--- config.mk ---
export PLATFORM = sky130hd
export DESIGN_NAME = drive_main_sequencer_fsm
export DESIGN_NICKNAME = d
export VERILOG_FILES = /design/src/verilog/drive_seq_pkg.sv /design/src/verilog/drive_main_sequencer_fsm.sv
export SDC_FILE = /design/constraint.sdc
export NUM_CORES = 1
export LEC_CHECK = 0
export BUFFER_PORTS_ARGS = -buffer_cell sky130_fd_sc_hd__buf_4
export CAP_MARGIN = 15
export CORE_ASPECT_RATIO = 0.6
export CORE_MARGIN = 2
export CORE_UTILIZATION = 53
export DETAILED_ROUTE_END_ITERATION = 8
export HOLD_SLACK_MARGIN = 0.05
export PLACE_DENSITY = 0.87
export SLEW_MARGIN = 25
export SYNTH_ARGS = -nofsm -noshare
export SYNTH_HDL_FRONTEND = slang
export SYNTH_SLANG_ARGS = --single-unit
--- constraint.sdc ---
create_clock -name clk -period 3.2 [get_ports clk]
set_clock_uncertainty 0.1 [all_clocks]
set_input_delay 0.64 -clock clk [delete_from_list [all_inputs] [get_ports clk]]
set_output_delay 0.64 -clock clk [all_outputs]
set_load 0.01 [all_outputs]
--- src/verilog/drive_seq_pkg.sv ---
package drive_seq_pkg;

    // main state codes
    typedef enum logic [2:0] {
        ST_BLOCKED  = 3'h0,
        ST_ALLOWED  = 3'h1,
        ST_POWERED  = 3'h2,
        ST_READY    = 3'h3,
        ST_ENABLED  = 3'h4,
        ST_QHALT    = 3'h5,
        ST_FAULTING = 3'h6,
        ST_LATCHED  = 3'h7
    } main_state_t;

    // pin vector positions
    localparam int PIN_W    = 5;
    localparam int PIN_RUN  = 0;
    localparam int PIN_JOG  = 1;
    localparam int PIN_QH_N = 2;
    localparam int PIN_FH_N = 3;
    localparam int PIN_FLT  = 4;

    // status output vector positions
    localparam int OUT_W       = 9;
    localparam int OUT_RUNNING = 0;
    localparam int OUT_JOGGING = 1;
    localparam int OUT_STOP    = 2;
    localparam int OUT_FAULT   = 3;
    localparam int OUT_SWITCH  = 4;
    localparam int OUT_PERMIT  = 5;
    localparam int OUT_POWERED = 6;
    localparam int OUT_READY   = 7;
    localparam int OUT_NOFAULT = 8;
    localparam logic [OUT_W-1:0] OUT_RESET = 9'h100;

    // register map, byte addresses
    localparam int ADDR_W = 5;
    localparam logic [ADDR_W-1:0] REG_STATE  = 5'h00;
    localparam logic [ADDR_W-1:0] REG_STATUS = 5'h04;
    localparam logic [ADDR_W-1:0] REG_MASK   = 5'h08;
    localparam logic [ADDR_W-1:0] REG_CTRL   = 5'h0C;
    localparam logic [ADDR_W-1:0] REG_CMD    = 5'h10;

    // state word field positions
    localparam int STATE_OUT_LSB = 8;
    localparam int STATE_PIN_LSB = 24;

    // control word: bit0 remote select, bits 1..4 remote pins
    localparam int CTRL_W = 5;
    localparam int CTRL_REMOTE = 0;
    localparam int CTRL_PIN_LSB = 1;
    localparam logic [CTRL_W-1:0] CTRL_RESET = 5'h18;

    // interrupt events
    localparam int EV_W       = 3;
    localparam int EV_CHANGE  = 0;
    localparam int EV_FAULT   = 1;
    localparam int EV_HALTRET = 2;
    localparam int CMD_RESTORE = 0;

endpackage

--- src/verilog/drive_main_sequencer_fsm.sv ---
// Overview of operation
// - main state reported as codes 0..7
// - code 0 ignores run/jog; code 1 accepts
// - power-up or config events force code 0
// - fault rise in codes 0/1 enters 6
// - 0 to 1 when idle and halts released
// - 1 to 0 when either halt drops
// - 1 to 2 on run or jog
// - fault exit wins on overlap, then halt drop, then run/jog
// - fault in 6/7; running in 4 only
// - permit 1..6; powered 2..6 only
// - ready 3..6; no-fault 0..5 not 6
// - switch true 2..6, false 7, else held
// - jogging only during jog cycle in 4
// - stopping in stop cycle in 4 or code 5
// - code 7 no-fault once run/jog false
`timescale 1ns/1ps
`default_nettype none

module drive_main_sequencer_fsm
    import drive_seq_pkg::*;
(
    // clock and reset
    input  wire logic              clk,
    input  wire logic              rst,
    // terminal pins
    input  wire logic              run,
    input  wire logic              jog,
    input  wire logic              quick_halt_n,
    input  wire logic              freewheel_halt_n,
    input  wire logic              fault,
    // configuration events
    input  wire logic              cfg_restore,
    input  wire logic              cfg_exit,
    // companion sequencing logic
    input  wire logic              ext_next_valid,
    input  wire logic [2:0]        ext_next_state,
    input  wire logic              jog_cycle,
    input  wire logic              stop_cycle,
    // status outputs
    output logic [2:0]             main_state_code,
    output logic                   running,
    output logic                   jogging,
    output logic                   stopping,
    output logic                   fault_status,
    output logic                   output_switch,
    output logic                   power_on_permit,
    output logic                   power_applied,
    output logic                   ready,
    output logic                   no_fault,
    // avalon-mm slave
    input  wire logic [ADDR_W-1:0] avs_address,
    input  wire logic              avs_read,
    input  wire logic              avs_write,
    input  wire logic [31:0]       avs_writedata,
    input  wire logic [3:0]        avs_byteenable,
    output logic [31:0]            avs_readdata,
    output logic                   avs_waitrequest,
    // interrupt
    output logic                   irq
);

    // ------------------------------------------------
    // state
    // ------------------------------------------------
    typedef struct packed {
        logic [PIN_W-1:0]  sync1;
        logic [PIN_W-1:0]  sync2;
        logic [PIN_W-1:0]  sync3;
        logic [PIN_W-1:0]  filt;
        logic              fault_prev;
        main_state_t       state;
        logic              healthy7;
        logic [OUT_W-1:0]  outs;
        logic              ack;
        logic [31:0]       rdata;
        logic [CTRL_W-1:0] ctrl;
        logic [EV_W-1:0]   mask;
        logic [EV_W-1:0]   status;
        logic              cfg_req;
    } regs_t;

    regs_t q;
    regs_t d;

    // ------------------------------------------------
    // decode helpers
    // ------------------------------------------------
    function automatic logic in_range(
        input main_state_t s,
        input main_state_t lo,
        input main_state_t hi);
        in_range = (s >= lo) && (s <= hi);
    endfunction

    function automatic logic addr_is(
        input logic [ADDR_W-1:0] a,
        input logic [ADDR_W-1:0] r);
        addr_is = (a == r);
    endfunction

    // ------------------------------------------------
    // input selection
    // ------------------------------------------------
    logic             remote;
    logic [PIN_W-1:0] pins;
    logic             run_e;
    logic             jog_e;
    logic             qh_n_e;
    logic             fh_n_e;
    logic             fault_rise;
    logic             cfg_evt;
    logic             bus_req;
    logic             bus_wr;

    assign pins = {fault, freewheel_halt_n, quick_halt_n, jog, run};
    assign remote = q.ctrl[CTRL_REMOTE];
    assign run_e = remote ? q.ctrl[CTRL_PIN_LSB+PIN_RUN] : q.filt[PIN_RUN];
    assign jog_e = remote ? q.ctrl[CTRL_PIN_LSB+PIN_JOG] : q.filt[PIN_JOG];
    assign qh_n_e = remote ? q.ctrl[CTRL_PIN_LSB+PIN_QH_N] : q.filt[PIN_QH_N];
    assign fh_n_e = remote ? q.ctrl[CTRL_PIN_LSB+PIN_FH_N] : q.filt[PIN_FH_N];
    // fault stays a terminal-only input so a remote source cannot mask it
    assign fault_rise = q.filt[PIN_FLT] & ~q.fault_prev;
    assign cfg_evt = cfg_restore | cfg_exit | q.cfg_req;
    assign bus_req = avs_read | avs_write;
    assign bus_wr = avs_write & q.ack & avs_byteenable[0];

    // ------------------------------------------------
    // next state
    // ------------------------------------------------
    always_comb begin
        d = q;

        // three-stage sync; a change counts once stages two and three agree
        d.sync1 = pins;
        d.sync2 = q.sync1;
        d.sync3 = q.sync2;
        for (int i = 0; i < PIN_W; i++) begin
            if (q.sync2[i] == q.sync3[i]) begin
                d.filt[i] = q.sync3[i];
            end
        end
        d.fault_prev = q.filt[PIN_FLT];

        // main sequencing
        if (cfg_evt) begin
            d.state = ST_BLOCKED;
        end else begin
            unique case (q.state)
                ST_BLOCKED: begin
                    // run/jog alone never leave this state
                    if (fault_rise) begin
                        d.state = ST_FAULTING;
                    end else if (!run_e && !jog_e && qh_n_e && fh_n_e) begin
                        d.state = ST_ALLOWED;
                    end
                end
                ST_ALLOWED: begin
                    if (fault_rise) begin
                        d.state = ST_FAULTING;
                    end else if (!fh_n_e || !qh_n_e) begin
                        d.state = ST_BLOCKED;
                    end else if (run_e || jog_e) begin
                        d.state = ST_POWERED;
                    end
                end
                ST_POWERED, ST_READY, ST_ENABLED,
                ST_QHALT, ST_FAULTING, ST_LATCHED: begin
                    if (ext_next_valid) begin
                        d.state = main_state_t'(ext_next_state);
                    end
                end
            endcase
        end

        // no-fault recovery while latched
        if (d.state != ST_LATCHED || q.state != ST_LATCHED) begin
            d.healthy7 = 1'b0;
        end else if (!run_e && !jog_e) begin
            d.healthy7 = 1'b1;
        end

        // status outputs follow the new state in the same edge
        d.outs[OUT_RUNNING] = (d.state == ST_ENABLED);
        d.outs[OUT_JOGGING] = (d.state == ST_ENABLED) && jog_cycle;
        d.outs[OUT_STOP] = ((d.state == ST_ENABLED) && stop_cycle)
                         || (d.state == ST_QHALT);
        d.outs[OUT_FAULT] = in_range(d.state, ST_FAULTING, ST_LATCHED);
        d.outs[OUT_PERMIT] = in_range(d.state, ST_ALLOWED, ST_FAULTING);
        d.outs[OUT_POWERED] = in_range(d.state, ST_POWERED, ST_FAULTING);
        d.outs[OUT_READY] = in_range(d.state, ST_READY, ST_FAULTING);
        d.outs[OUT_NOFAULT] = in_range(d.state, ST_BLOCKED, ST_QHALT)
                            || ((d.state == ST_LATCHED) && d.healthy7);
        if (in_range(d.state, ST_POWERED, ST_FAULTING)) begin
            d.outs[OUT_SWITCH] = 1'b1;
        end else if (d.state == ST_LATCHED) begin
            d.outs[OUT_SWITCH] = 1'b0;
        end

        // bus: one wait cycle, then answer
        d.ack = bus_req & ~q.ack;
        d.cfg_req = 1'b0;
        if (avs_read && !q.ack) begin
            d.rdata = 32'h0000_0000;
            if (addr_is(avs_address, REG_STATE)) begin
                d.rdata[2:0] = q.state;
                d.rdata[STATE_OUT_LSB +: OUT_W] = q.outs;
                d.rdata[STATE_PIN_LSB +: PIN_W] = q.filt;
            end else if (addr_is(avs_address, REG_STATUS)) begin
                d.rdata[EV_W-1:0] = q.status;
            end else if (addr_is(avs_address, REG_MASK)) begin
                d.rdata[EV_W-1:0] = q.mask;
            end else if (addr_is(avs_address, REG_CTRL)) begin
                d.rdata[CTRL_W-1:0] = q.ctrl;
            end
        end
        if (bus_wr && addr_is(avs_address, REG_MASK)) begin
            d.mask = avs_writedata[EV_W-1:0];
        end
        if (bus_wr && addr_is(avs_address, REG_CTRL)) begin
            d.ctrl = avs_writedata[CTRL_W-1:0];
        end
        if (bus_wr && addr_is(avs_address, REG_CMD)) begin
            d.cfg_req = avs_writedata[CMD_RESTORE];
        end

        // sticky events; a set in the clearing cycle wins
        if (bus_wr && addr_is(avs_address, REG_STATUS)) begin
            d.status = q.status & ~avs_writedata[EV_W-1:0];
        end
        d.status[EV_CHANGE] = d.status[EV_CHANGE] | (d.state != q.state);
        d.status[EV_FAULT] = d.status[EV_FAULT]
                           | ((d.state == ST_FAULTING) && (q.state != ST_FAULTING));
        d.status[EV_HALTRET] = d.status[EV_HALTRET]
                             | ((q.state == ST_ALLOWED) && (d.state == ST_BLOCKED));
    end

    // ------------------------------------------------
    // registers
    // ------------------------------------------------
    always_ff @(posedge clk) begin
        if (rst) begin
            q.sync1 <= '0;
            q.sync2 <= '0;
            q.sync3 <= '0;
            q.filt <= '0;
            q.fault_prev <= 1'b0;
            q.state <= ST_BLOCKED;
            q.healthy7 <= 1'b0;
            q.outs <= OUT_RESET;
            q.ack <= 1'b0;
            q.rdata <= 32'h0000_0000;
            q.ctrl <= CTRL_RESET;
            q.mask <= '0;
            q.status <= '0;
            q.cfg_req <= 1'b0;
        end else begin
            q <= d;
        end
    end

    // ------------------------------------------------
    // outputs
    // ------------------------------------------------
    assign main_state_code = q.state;
    assign running = q.outs[OUT_RUNNING];
    assign jogging = q.outs[OUT_JOGGING];
    assign stopping = q.outs[OUT_STOP];
    assign fault_status = q.outs[OUT_FAULT];
    assign output_switch = q.outs[OUT_SWITCH];
    assign power_on_permit = q.outs[OUT_PERMIT];
    assign power_applied = q.outs[OUT_POWERED];
    assign ready = q.outs[OUT_READY];
    assign no_fault = q.outs[OUT_NOFAULT];
    assign avs_readdata = q.rdata;
    assign avs_waitrequest = bus_req & ~q.ack;
    assign irq = |(q.status & q.mask);
endmodule

`default_nettype wire

Yosys cells after proc, flatten, opt, wreduce, memory -nomap -nowiden:

Cells that the tools add are included.

* bits of input ports: 58
* output and inout port bits: 46
* bits in registers: 66

* magnitude comparators: 8
* equality and inequality tests: 24
* bitwise operators: 16
* multiplexer cells: 26
* reduce and logical (&&, ||, !) cells: 35

Operators with widths (number)
* $mux W3: 11
* $eq A3 B3 Y1 const B: 8
* $logic_and A1 B1 Y1: 18
* $eq A5 B4 Y1 const B: 2
* $mux W5: 2
* $le A3 B3 Y1 const B: 3
* $mux W9: 1
* $ne A3 B3 Y1 const B: 3
* $pmux W3 S3: 1
* $mux W1: 8
* $and A3 B3 Y3: 2
* $eq A3 B2 Y1 const B: 2
* $ge A3 B1 Y1 const B: 2
* $ge A3 B2 Y1 const B: 2
* $logic_not A3 Y1: 2
* $mux W2: 3
* $or A1 B1 Y1: 6
* $reduce_or A6 Y1: 1
* $eq A1 B1 Y1: 5
* $eq A5 B3 Y1 const B: 1
* $eq A5 B5 Y1 const B: 1
* $logic_not A1 Y1: 5
* $logic_not A5 Y1: 1
* $logic_or A1 B1 Y1: 5
* other kinds (9): 14

Logic depth before layout (Yosys ltp):

Gate-level depths: netlist of the first run.

* depth in word-level cells: 14
* mapped depth: 6

Least setup slack after synthesis of the first run:

Ideal clock, no wire load.

* path kind: input to register
* start point: input port avs_address[1]
* end point: register q[1] in the netlist's numbering
* arrival time: 1.863 ns
* path buffers: 0
* slack: 1.113 ns
* cell stages on the path: 5
* path through: nor3_4 > or4b_1 > a221oi_2 > o2111a_1 > a31oi_1

* longest elaborated chain between the ends: 4

Ends and longest elaborated chain
* from (decl): line drive_main_sequencer_fsm.sv:52 `input wire logic [ADDR_W-1:0] avs_address,`
* $eq A5 B3 Y1: line drive_main_sequencer_fsm.sv:99 `addr_is = (a == r);`
* $logic_and A1 B1 Y1: line drive_main_sequencer_fsm.sv:228 `if (bus_wr && addr_is(avs_address, REG_STATUS)) begin`
* $mux W3: line drive_main_sequencer_fsm.sv:228
* $or A1 B1 Y1: line drive_main_sequencer_fsm.sv:231 `d.status[EV_CHANGE] = d.status[EV_CHANGE] | (d.state != q.state);`
* to (decl): line drive_main_sequencer_fsm.sv:83 `regs_t q;`

No other way between the ends.
A chain may end at the register's enable or synchronous reset.

Worst setup path in the final report of the first run:

* start point: register q, in the netlist main_state_code[1]
* end point: register q[3] in the netlist's numbering

* longest elaborated chain between the ends: 8
* elaborated cells between the ends (all ways): 20
* those cells by class: eq/ne: 7; mux: 8; bitwise: 1; reduce/logical: 4

Ends and longest elaborated chain
* parallel branches: the longest is 6 deep, another holds $reduce_or A6 Y1
* $logic_and A1 B1 Y1 *: line drive_main_sequencer_fsm.sv:235 `| ((q.state == ST_ALLOWED) && (d.state == ST_BLOCKED));`
* $or A1 B1 Y1 *: line drive_main_sequencer_fsm.sv:235

Mark *: on every way between the ends.

==> results.txt, run 1 <==
The number of different library cells used by synthesis comes to 50. The number of inserted filler cells in the final layout came out at 459. For this run, the detailed router's first-pass iteration total came to 4.

At the end of routability-driven placement, the weighted congestion stood at 0.8716. Max-cap violations in this run came to 0. The count of final hold-check violations is 0. The CTS tree is done. The share of synthesized cell area in full adder, half adder and majority cells is 0%.

In this run the number of H-tree levels came out at 3. 0 antenna diodes ended up in the layout. The endpoint identified for the worst register-to-register timing path is q[3]. The critical path is of the reg2reg type.

The largest net degree at the start of global routing is 54. In the synthesized netlist the dominant register cell turns out to be dfxtp_1. In this run the worst path has a maximum fanout of 14. The average size of a mapped cell is 8.762 um2.

The number of vias per cell after detailed routing came out at 5.537. For the worst flop-to-flop path, the logic depth is 5. The number of standard-cell rows in the floorplan is 20.

Summed over all layers, the routed wires come to 6.589 mm. The launch instance of the worst register-to-register path is main_state_code[1]. The leakage power of the design came out at 1.347 nW. The top cell type's share of synthesized area came out at 44.88%. STA puts the critical path data required time at 3.38 ns.

The total global routing overflow is 0. The number of buffers inserted by port buffering is 60. On the worst path, the slowest cell contributes a delay of 0.55 ns.

The count of flip-flops with a built-in enable after synthesis is 0. Setup slack on the worst reg-to-reg path comes out at 0.90 ns. The count of buffers added by post-CTS timing repair for setup came out at 0. The slowest stage of the critical path belongs to the cell a2111oi_0. After clock tree synthesis, the flow added hold-fix buffers numbering 0. The count of state elements after synthesis is 66. In this run the worst hold path is classified as reg2reg.

The biggest area contributor in the post-synthesis netlist is dfxtp_1. Once layout is complete, the utilization of the core stands at 65.72%. Setup repair after global routing left no endpoint under its margin.

The portion of the clock cycle consumed by the worst path in the final layout is 71.76%. The DRC violations left came out at 0. Timing would allow up to 435.5 MHz. For hold timing, the worst endpoint is d[67]. The power density of the placed cells is 506.8 nW/um2. The slew at the pin with the worst max-slew slack is 0.7966 ns. The simple logic cell fraction of the synthesized area is 24.56%. The post-route netlist has 23.87% of its cells at a drive strength greater than 1. The via count of the first global-routing pass is 2293. Counting instances, the worst hold path has a depth of 1. The initial utilization of the core area, before any placement, comes to 56.56%. The first routing iteration left 148 violations. The xor and xnor fraction of the mapped netlist area came out at 0%. In this run the most critical hold path is launched from d[72]. The count of final setup violators is 0. Global routing used 22.70% of the available tracks. The die height is 61.73 um. The setup total negative slack is 0 ns. The run finished with clean final reports. The synthesis warning total came out at 0. Yosys attributes the largest share of cell area to dfxtp_1 (45%), buf_4 (9.2%), nand2_1 (4.6%). The share of flip-flops with an asynchronous set or reset after synthesis came out at 0%. The count of boundary I/O pins came out at 104. The clock period minus final worst setup slack came out at 2.296 ns. The worst setup path is launched from a register. The detailed-placement wirelength estimate is 4.667 mm.

After synthesis, the largest family of logic cells by area is simple AND/OR/NAND/NOR gates. The core region is 5205 um2. The total clock buffers created by CTS is 9.

The multiplexer area fraction after synthesis came out at 3.740%. The most repeated cell in the gate-level netlist after synthesis is dfxtp_1. STA classifies the critical path endpoint as a register.

The first global-routing pass estimated 10.82 mm of wire. The count of vias placed by the detailed router came out at 2453. In this run the cell area of the synthesized design comes to 2944 um2.

The initial antenna violation count was 0. The worst path buffer plus inverter count is 0. The arrival time of data at the critical path endpoint came out at 2.47 ns. Ranked by instance count, the synthesized netlist is headed by dfxtp_1 (66), buf_4 (36), nand2_1 (36). The clock-pin slew of the registers on the worst-case setup and hold paths is 0.07 ns. Summing the sequential cell areas from Yosys gives 44.88% of the chip area. Clock tree synthesis selected as its root buffer the cell clkbuf_8. In this run the remaining antenna-violating nets after routing total 0. The largest voltage drop on the vdd net is 0.2996 mV. In this run, post-CTS repair resized a total of 0 instances. Counting every sink on the clock net gives 66. The source-to-sink clock delay at the later pin of the worst-skew pair is 0.33 ns. Relative to the synthesized area, the layout overhead comes to 16.19%. The average wire per cell in the routed design came out at 14.87 um.

The synthesized netlist devotes 14.19% of its cell area to compound gates. The synthesized instance count is 336. The die is 100.2 um wide. Traced cell by cell, the critical path runs through nor2_1, a211oi_1, a41o_2, a2111oi_0, a31o_2.

Grouping stages by cell kind, the critical path spends the most delay in compound AO/OA/AOI/OAI gates. The worst slew margin relative to its limit is 46.89%. The post-layout net count is 430.

The clock passes through at most 2 buffers. The number of max-slew violations in the final report came to 0. The area enclosed by the die boundary came out at 6187 um2.
-- per-stage QoR --
| step | worst slack, ns | power, mW | instance area [um2] | hold slack, ns | cells |
|---|---|---|---|---|---|
| 2_1_floorplan | 1.113 | 0.9320 | 2989 | 0.3138 | 348 |
| 3_3_place_gp | 0.8376 | 0.9625 | 3192 | 0.3186 | 427 |
| 3_5_place_dp | 0.8175 | 0.9658 | 3192 | 0.3239 | 427 |
| 4_1_cts | 0.9515 | 1.743 | 3421 | 0.3397 | 443 |
| 5_1_grt | 0.8197 | 1.798 | 3421 | 0.3696 | 443 |
| 6_report | 0.9038 | 1.734 | 3421 | 0.3363 | 443 |
-- layer usage --
layer  vias up  share of wire (%)  track usage [%]  wire length [um]
met5         -                  0                0                 0
met4         0                1.5            9.785               102
met3        15                8.6            6.488               566
met2       110                 45            35.76              2975
met1      1134                 45            29.98              2945
li1       1194                  -                -                 -
-- flip-flops by register name, summed over array words and instances, names as in the netlist --
signal           flops
running              1
d                   11
q                   24
main_state_code      3
jogging              1
avs_readdata        19
no_fault             1
ready                1
power_on_permit      1
power_applied        1
fault_status         1
stopping             1
output_switch        1
-- how the worst max path moves through the flow --
stage	start	end	slack, ns	cells after the start
after global placement	avs_address[1]	q[1]	0.84	6
after floorplan	avs_address[1]	q[1]	1.11	5
after detailed placement	ext_next_valid	q[3]	0.82	6
final	main_state_code[1]	q[3]	0.90	5
after global routing	main_state_code[1]	q[3]	0.82	5
after CTS	main_state_code[1]	q[3]	0.95	5
-- area by class of cell --
class                   instances  area, um2  area share, %
clock buffers                  12      155.1          4.535
clock inverters                 4      73.82          2.158
inverters                       4      15.01         0.4389
multi-input cells             228       1300          38.00
flip-flops and latches         66       1321          38.62
well taps                      66      82.58          2.414
repair buffers                 63      473.0          13.83
-- power by group --
| part | internal, mW | switching (mW) |
|---|---|---|
| Combinational | 0.0449 | 0.0633 |
| Sequential | 0.833 | 0.00664 |
| Clock | 0.482 | 0.304 |
| Total | 1.36 | 0.374 |
-- cells by family after synthesis --
| logic type | Yosys count |
|---|---|
| buffers and inverters | 54 |
| flip-flops | 66 |
| multiplexers | 11 |
| AO/OA/AOI/OAI | 64 |
| AND/OR/NAND/NOR | 140 |
| other | 1 |
-- cell usage in the layout, fill, tap and decap left out, types with 3 or more instances in the layout --
cell type / count
conb_1: 13
nor3b_1: 6
o21a_1: 3
mux2i_1: 11
a221oi_1: 3
a21oi_1: 25
nor3_1: 13
o21ai_0: 12
dfxtp_1: 66
nand2_1: 36
nor2b_1: 18
nand2b_1: 5
a211oi_1: 3
clkbuf_8: 11
inv_1: 3
a31oi_1: 3
buf_4: 63
nand3_1: 25
nor2_1: 22
Note: power is estimated with default switching activity, not from simulation.
==> inputs of run 2 (changes only) <==
Settings changed: ABC_AREA set to 1, CORE_UTILIZATION 53 to 44, PLACE_DENSITY 0.87 to 0.78.
Clock period 3.2 ns to 1.8 ns, I/O delays scaled along.
==> run 2 against run 1 <==
Effect of this change:
- hold slack lost 0.22 ns
- worst setup slack lost 0.68 ns
- global-route usage shrank 4.3 points
- total power grew 75%
- sequential share of layout area shrank 0.31 points
- flip-flop and latch count is the same
- first-iteration DRC count shrank 8.1%
- combinational power grew 140%
- via count shrank 1.3%
- area after synthesis shrank 3.4%
- utilization shrank 9.8 points
- routed wire length shrank 5.7%
- critical path type unchanged
- largest power group unchanged
==> results.txt, run 2 <==
The largest voltage drop on the vdd net is 0.5744 mV. The antenna cell count came out at 0. The setup total negative slack came out at 0 ns.

The final weighted congestion of routability-driven global placement came out at 0.9183. The highest net fanout along the worst path came out at 5. The final routed wirelength across all metal layers came out at 6.212 mm. The max-capacitance violation count came out at 0. The number of gates resized after CTS was 0. The area enclosed by the die boundary came out at 7144 um2. The detail route stage leaves a number of antenna-violating nets equal to 0.

The number of standard-cell rows in the floorplan came out at 22. In this run, the combinational gates consume 8.4% of the power. The synthesized instance count is 375. The total net switching power came out at 0.7308 mW. STA classifies the critical path endpoint as a register.

The share of flip-flops with an asynchronous set or reset after synthesis came out at 0%. The CTS sink count is 66. The register with the most flip-flops in the final layout is q. The number of vias per cell after detailed routing is 4.710.

The kind of cell with the highest combined delay along the critical path is compound AO/OA/AOI/OAI gates. TritonCTS built the clock tree. The total clock buffers created by CTS is 9. The clock period minus final worst setup slack is 1.572 ns. The achievable frequency is 636.0 MHz. The biggest area contributor in the post-synthesis netlist is dfxtp_1.

The largest net degree at the start of global routing came out at 20. dfxtp_1 is the most common cell in the netlist. The biggest cell delay along the critical path is 0.45 ns. The initial antenna violation count is 0. The first global-routing pass estimated 10.03 mm of wire.

From left edge to right edge, the die measures 107.8 um. The count of final setup violators came out at 0. The power share of the sequential group is 50.4%. The synthesized cell area came out at 2844 um2. The starting density of the core is 46.12%. The growth of design area from synthesis to finish is 21.25%.

The overall track demand over capacity in global routing is 18.35%. The number of H-tree levels came out at 3. The instance count after placement with tap cells included is 498. Setup repair after global routing left no endpoint under its margin. The final layout contains 483 nets. The root buffer cell chosen for the clock tree is clkbuf_8.

The iteration count of the initial detailed-routing pass came out at 5. The critical path is of the reg2reg type. By count the netlist is led by dfxtp_1 (66), nand2_1 (49), nor2_1 (49).

Port buffering added 60 buffers. The number of library cell types mapped by synthesis is 28. The die height came out at 66.28 um. The internal power of the cells came out at 2.303 mW. The register with the most flip-flops in the layout has 24 of them. The flow ran to the end, and the final reports show no timing, DRC or antenna violations. In this run the power density over the cells is 879.9 nW/um2. The clock-pin slew of the registers on the worst-case setup and hold paths came out at 0.07 ns. The worst path buffer plus inverter count is 1. The register-to-register setup slack is 0.23 ns. Leaving out fill and tap cells, the most frequent cell in the layout is buf_4.

In this run, post-CTS hold repair placed 0 buffers. The count of vias placed by the detailed router came out at 2421. The average size of a mapped cell is 7.584 um2.

The slowest stage of the critical path belongs to the cell dfxtp_1. The source-to-sink clock delay at the later pin of the worst-skew pair is 0.34 ns. Data on the critical path is required at its endpoint by 1.92 ns.

The flip-flop cell with the highest count after synthesis is dfxtp_1. The DRC violations left came out at 0. The power consumption is 3.034 mW.

STA puts the critical path data arrival time at 1.69 ns. The number of max-slew violations in the final report came out at 0. By area the synthesized netlist is led by dfxtp_1 (46%), buf_4 (9.5%), a21oi_1 (6.9%). The synthesized design contains 66 register bits. The library cells used most frequently in the layout, excluding fill and tap cells, are buf_4 (71), dfxtp_1 (66), nand2_1 (49). The minimum hold slack came out at 0.1158 ns. The count of final hold-check violations was 0. The count of flip-flops with a built-in enable after synthesis came out at 0.

The via count of the first global-routing pass was 2182. In this run the worst hold path is classified as in2reg. The area of all placed cells without fillers is 3448 um2. The portion of the clock cycle consumed by the worst path in the final layout is 87.35%. During synthesis, Yosys emitted a total of 0 warnings.

The cell area reported after detailed placement came out at 3246 um2. The switching fraction of total power came out at 24.09%. The detailed-placement wirelength estimate is 4.613 mm.

The top cell type's share of synthesized area is 46.46%. The number of inserted filler cells in the final layout is 568. The core region area came out at 6166 um2. The count of boundary I/O pins came out at 104. Walking the worst path, the cells encountered are inv_2, o21ai_2, nand2_1, a21oi_4, nand2_4, o21ai_2, a21oi_1. The final cell count without fillers is 514. The count of routing violations after the opening detailed-route iteration came out at 136. The total global routing overflow is 0. The average wire per cell in the routed design came out at 12.09 um. The worst setup path is launched from a register. The post-route netlist has 25.35% of its cells at a drive strength greater than 1. The share of the Yosys chip area taken by registers is 46.46%.

By instance count, the cell type seen most on the critical path is o21ai_2. The leakage power of the design is 1.543 nW. The clock network fraction of total power came out at 41.2%. The maximum clock path buffer count came out at 2. The count of buffers added by post-CTS timing repair for setup came out at 0.
[run 2: final timing paths]
check,start,to,depth (start not counted)
worst max-delay path,main_state_code[2],ready,7
worst min-delay path,run,d[69],3
worst max register to register,main_state_code[2],ready,7
worst min register to register,d[72],d[67],2
[run 2: logic make-up (layout without fill, tap and decap cells)]
kind of cell | after synthesis | in the layout | synth area share [%]
and+or+nand+nor | 133 | 133 | 20.55
buffers and inverters | 92 | 135 | 16.89
AOI/OAI and AO/OA | 83 | 83 | 15.97
DFF | 66 | 66 | 46.46
other | 1 | 13 | 0.1319
[run 2: worst min-delay path: cells and delay by family]
| family | cells | cell delay, ns |
|---|---|---|
| and+or+nand+nor | 1 | 0.06 |
| buffers and inverters | 2 | 0.10 |
[run 2: through the flow]
step | setup WS, ns | util (%)
3_3_place_gp | 0.1966 | 52.64
3_5_place_dp | 0.1555 | 52.64
5_1_grt | 0.07648 | 55.93
2_1_floorplan | 0.3611 | -
6_report | 0.2277 | 55.93
4_1_cts | 0.2379 | 55.93
[run 2: layout make-up]
type                            count  area (um2)  area share (%)
Clock inverter                      6       65.06           1.887
Sequential cell                    66        1321           38.32
Clock buffer                       10       137.6           3.991
Inverter                           47       176.4           5.116
Timing Repair Buffer               72       553.0           16.04
Tap cell                           84       105.1           3.048
Multi-Input combinational cell    229        1090           31.60
[run 2: layer usage]
metal	share of wire [%]	track usage (%)	up-vias	wire length, um
met5	0	0	-	0
met4	1.3	5.769	0	82
met3	6.2	5.813	8	385
met2	45	30.11	70	2777
met1	48	23.11	1088	2966
li1	-	-	1255	-
[run 2: power groups by stage]
stage | Clock, mW | Sequential, mW | Combinational, mW
2_1_floorplan | 0 | 1.55 | 0.185
3_3_place_gp | 0 | 1.56 | 0.250
3_5_place_dp | 0 | 1.56 | 0.257
4_1_cts | 1.28 | 1.53 | 0.258
5_1_grt | 1.35 | 1.53 | 0.284
6_report | 1.25 | 1.53 | 0.256
==> inputs of run 3 (changes only) <==
Settings changed: MAX_ROUTING_LAYER set to met4.
==> run 3 against run 2 <==
Effect of this change:
- worst setup slack worse by 0.023 ns
- sequential share of layout area up 0.18 points
- register-to-register slack got worse by 0.02 ns
- cell area decreased by 0.47%
- clock-buffer cell count up 3
- first-iteration DRC count rose by 57%
- flip-flop and latch count did not move
==> results.txt, run 3 (synthesis gave the netlist of run 2 again) <==
The global-route track usage on met3 is 7.783%. The highest net fanout along the worst path came out at 6. The launch instance of the worst register-to-register path is main_state_code[2].

The number of cells on the worst reg-to-reg path is 10. The internal power of the cells came out at 2.297 mW. At the end of the flow, the number of nets in the layout was 483.

In this run the most critical hold path is launched from freewheel_halt_n. The count of final hold-check violations is 0. The root buffer cell chosen for the clock tree is clkbuf_8. At the later pin of the worst-skew pair, clock insertion delay measures 0.34 ns. The CTS sink count is 66. The area enclosed by the die boundary is 7144 um2. The iteration count of the initial detailed-routing pass came out at 4.

Using the TritonRoute via totals, the vias-per-cell ratio works out to 4.733. The number of buffers inserted by port buffering is 60. The final weighted congestion of routability-driven global placement is 0.9477. The total clock buffers created by CTS came out at 9. The combinational cell fraction of total power came out at 8.6%. The run finished with clean final reports. The finished cells cover 3432 um2.

The count of final setup violators came out at 0. The cell area reported after detailed placement came out at 3246 um2. 104 I/O pins were placed. The number of inserted filler cells in the final layout is 578. The number of max-slew violations in the final report came out at 0. Post-CTS repair changed the size of 0 cells. The count of buffers added by post-CTS timing repair for setup is 0. Setup repair after global routing left no endpoint under its margin. The max-capacitance violation count is 0. The leakage power of the design came out at 1.530 nW. The initial antenna violation count is 0. Leaving out fill and tap cells, the most frequent cells in the layout are buf_4 (71), dfxtp_1 (66), nand2_1 (49). The core region area is 6166 um2.

The die height came out at 66.28 um. The average wire per cell in the routed design is 12.43 um. The DRC violations left came out at 0. The clock-pin slew of the registers on the worst-case setup and hold paths came out at 0.07 ns.

The type of element capturing the critical path is a register. The via count of the first global-routing pass came out at 2201. Across the whole layout, storage elements account for 1321 um2. For this configuration, the core starts out at a cell density of 46.12%.

Among cell families on the critical path, the largest total delay comes from simple AND/OR/NAND/NOR gates. The antenna violation net count after detailed routing came out at 0. The achievable frequency came out at 626.8 MHz.

The count of vias placed by the detailed router is 2428. Entering global routing, the biggest net connects 20 pins. The class of the most critical hold timing path is in2reg.

The detailed-placement wirelength estimate came out at 4.811 mm. Leaving out fill and tap cells, the most frequent cell in the layout is buf_4. Among the stages of the critical path, the cell type that occurs most often is nor2_1. The data required time at the worst endpoint came out at 1.93 ns. The met1 usage came out at 24.08%.

The biggest cell delay along the critical path came out at 0.37 ns. The register-to-register setup slack came out at 0.20 ns. The critical path start-end classification is reg2reg. The switching fraction of total power is 22.78%. Measured along the x axis, the die boundary spans 107.8 um.

Global routing used 30.27% of the available met2 tracks. After detailed routing, the total wire length is 6.376 mm. CTS built an H-tree with a depth of 3.

The flip-flop count of the largest register, all copies and words added came out at 24. The CTS tree is done. Summed over all nets, the switching power comes to 0.6775 mW. The cell depth of the worst min-delay path came out at 3. The largest voltage drop on the vdd net came out at 0.3620 mV.

The largest register by flop count is q. The clock network fraction of total power came out at 40.0%. In the final layout, the share of cells above drive strength 1 is 24.48%. The clock period minus final worst setup slack came out at 1.595 ns. The global routing stage identified its most utilized layer as met2. The number of hold-repair buffers added at the cts stage is 0.

The count of routing violations after the opening detailed-route iteration is 214. The arrival time of data at the critical path endpoint came out at 1.72 ns. The kind of start point of the critical path is a register.

The antenna cell count is 0. Traced cell by cell, the critical path runs through inv_2, nand2_1, nor2_1, nand3_1, nand2_1, nand2_2, inv_2, nor2_1, a21oi_1, nor2_1. Of the available clock period, the critical path in the final layout requires 88.63%. The setup total negative slack is 0 ns. The growth of design area from synthesis to finish is 20.68%. The path with the worst hold slack has its endpoint at d[72]. Together, buffers and inverters on the worst path number 2. The endpoint identified for the worst register-to-register timing path is q[2]. The share of total power dissipated in sequential elements is 51.4%. The total global routing overflow came out at 0.

The power density of the placed cells is 866.6 nW/um2. The number of standard-cell rows in the floorplan is 22. The total area of multi-input combinational cells is 1090 um2. On the critical path, the stage with the largest delay is an instance of dfxtp_1.

The overall track demand over capacity in global routing came out at 19.53%. The global-route wire length before repair came out at 10.25 mm. The maximum clock path buffer count is 2.
-- run 3: cell type report --
cell class	instances	area share, %
inverters	47	5.140
clock inverters	2	1.094
well taps	84	3.062
multi-input cells	229	31.75
clock buffers	13	4.338
flip-flops and latches	66	38.50
repair buffers	72	16.11
-- run 3: routing by layer --
| layer | wire (um) | vias up |
|---|---|---|
| met4 | 50 | 0 |
| met3 | 460 | 6 |
| li1 | - | 1248 |
| met2 | 2912 | 73 |
| met5 | 0 | - |
| met1 | 2952 | 1101 |
-- run 3: worst max path at each step --
stage,startpoint,depth (start not counted),to
after floorplan,avs_address[1],6,q[7]
after global placement,avs_address[1],7,q[3]
after detailed placement,cfg_exit,7,output_switch
after CTS,main_state_code[2],10,q[2]
after global routing,main_state_code[2],10,q[2]
final,main_state_code[2],10,q[2]
-- run 3: power groups by stage --
stage          logic (mW)  registers [mW]  clock network, mW
2_1_floorplan       0.185            1.55                  0
3_3_place_gp        0.251            1.56                  0
3_5_place_dp        0.256            1.56                  0
4_1_cts             0.257            1.53               1.22
5_1_grt             0.284            1.53               1.30
6_report            0.257            1.53               1.19
-- run 3: worst min-delay path: cells and delay by family --
family        cells  cell delay [ns]
buf+inv           2             0.10
simple gates      1             0.06
-- run 3: per-stage QoR --
step	cells	hold WS (ns)	power [mW]	setup WS (ns)	utilization (%)
2_1_floorplan	387	0.2883	1.740	0.3611	-
3_3_place_gp	498	0.2906	1.811	0.1897	52.64
3_5_place_dp	498	0.2924	1.818	0.1598	52.64
4_1_cts	513	0.1064	3.002	0.2368	55.66
5_1_grt	513	0.1122	3.115	0.07078	55.66
6_report	513	0.1211	2.974	0.2046	55.66
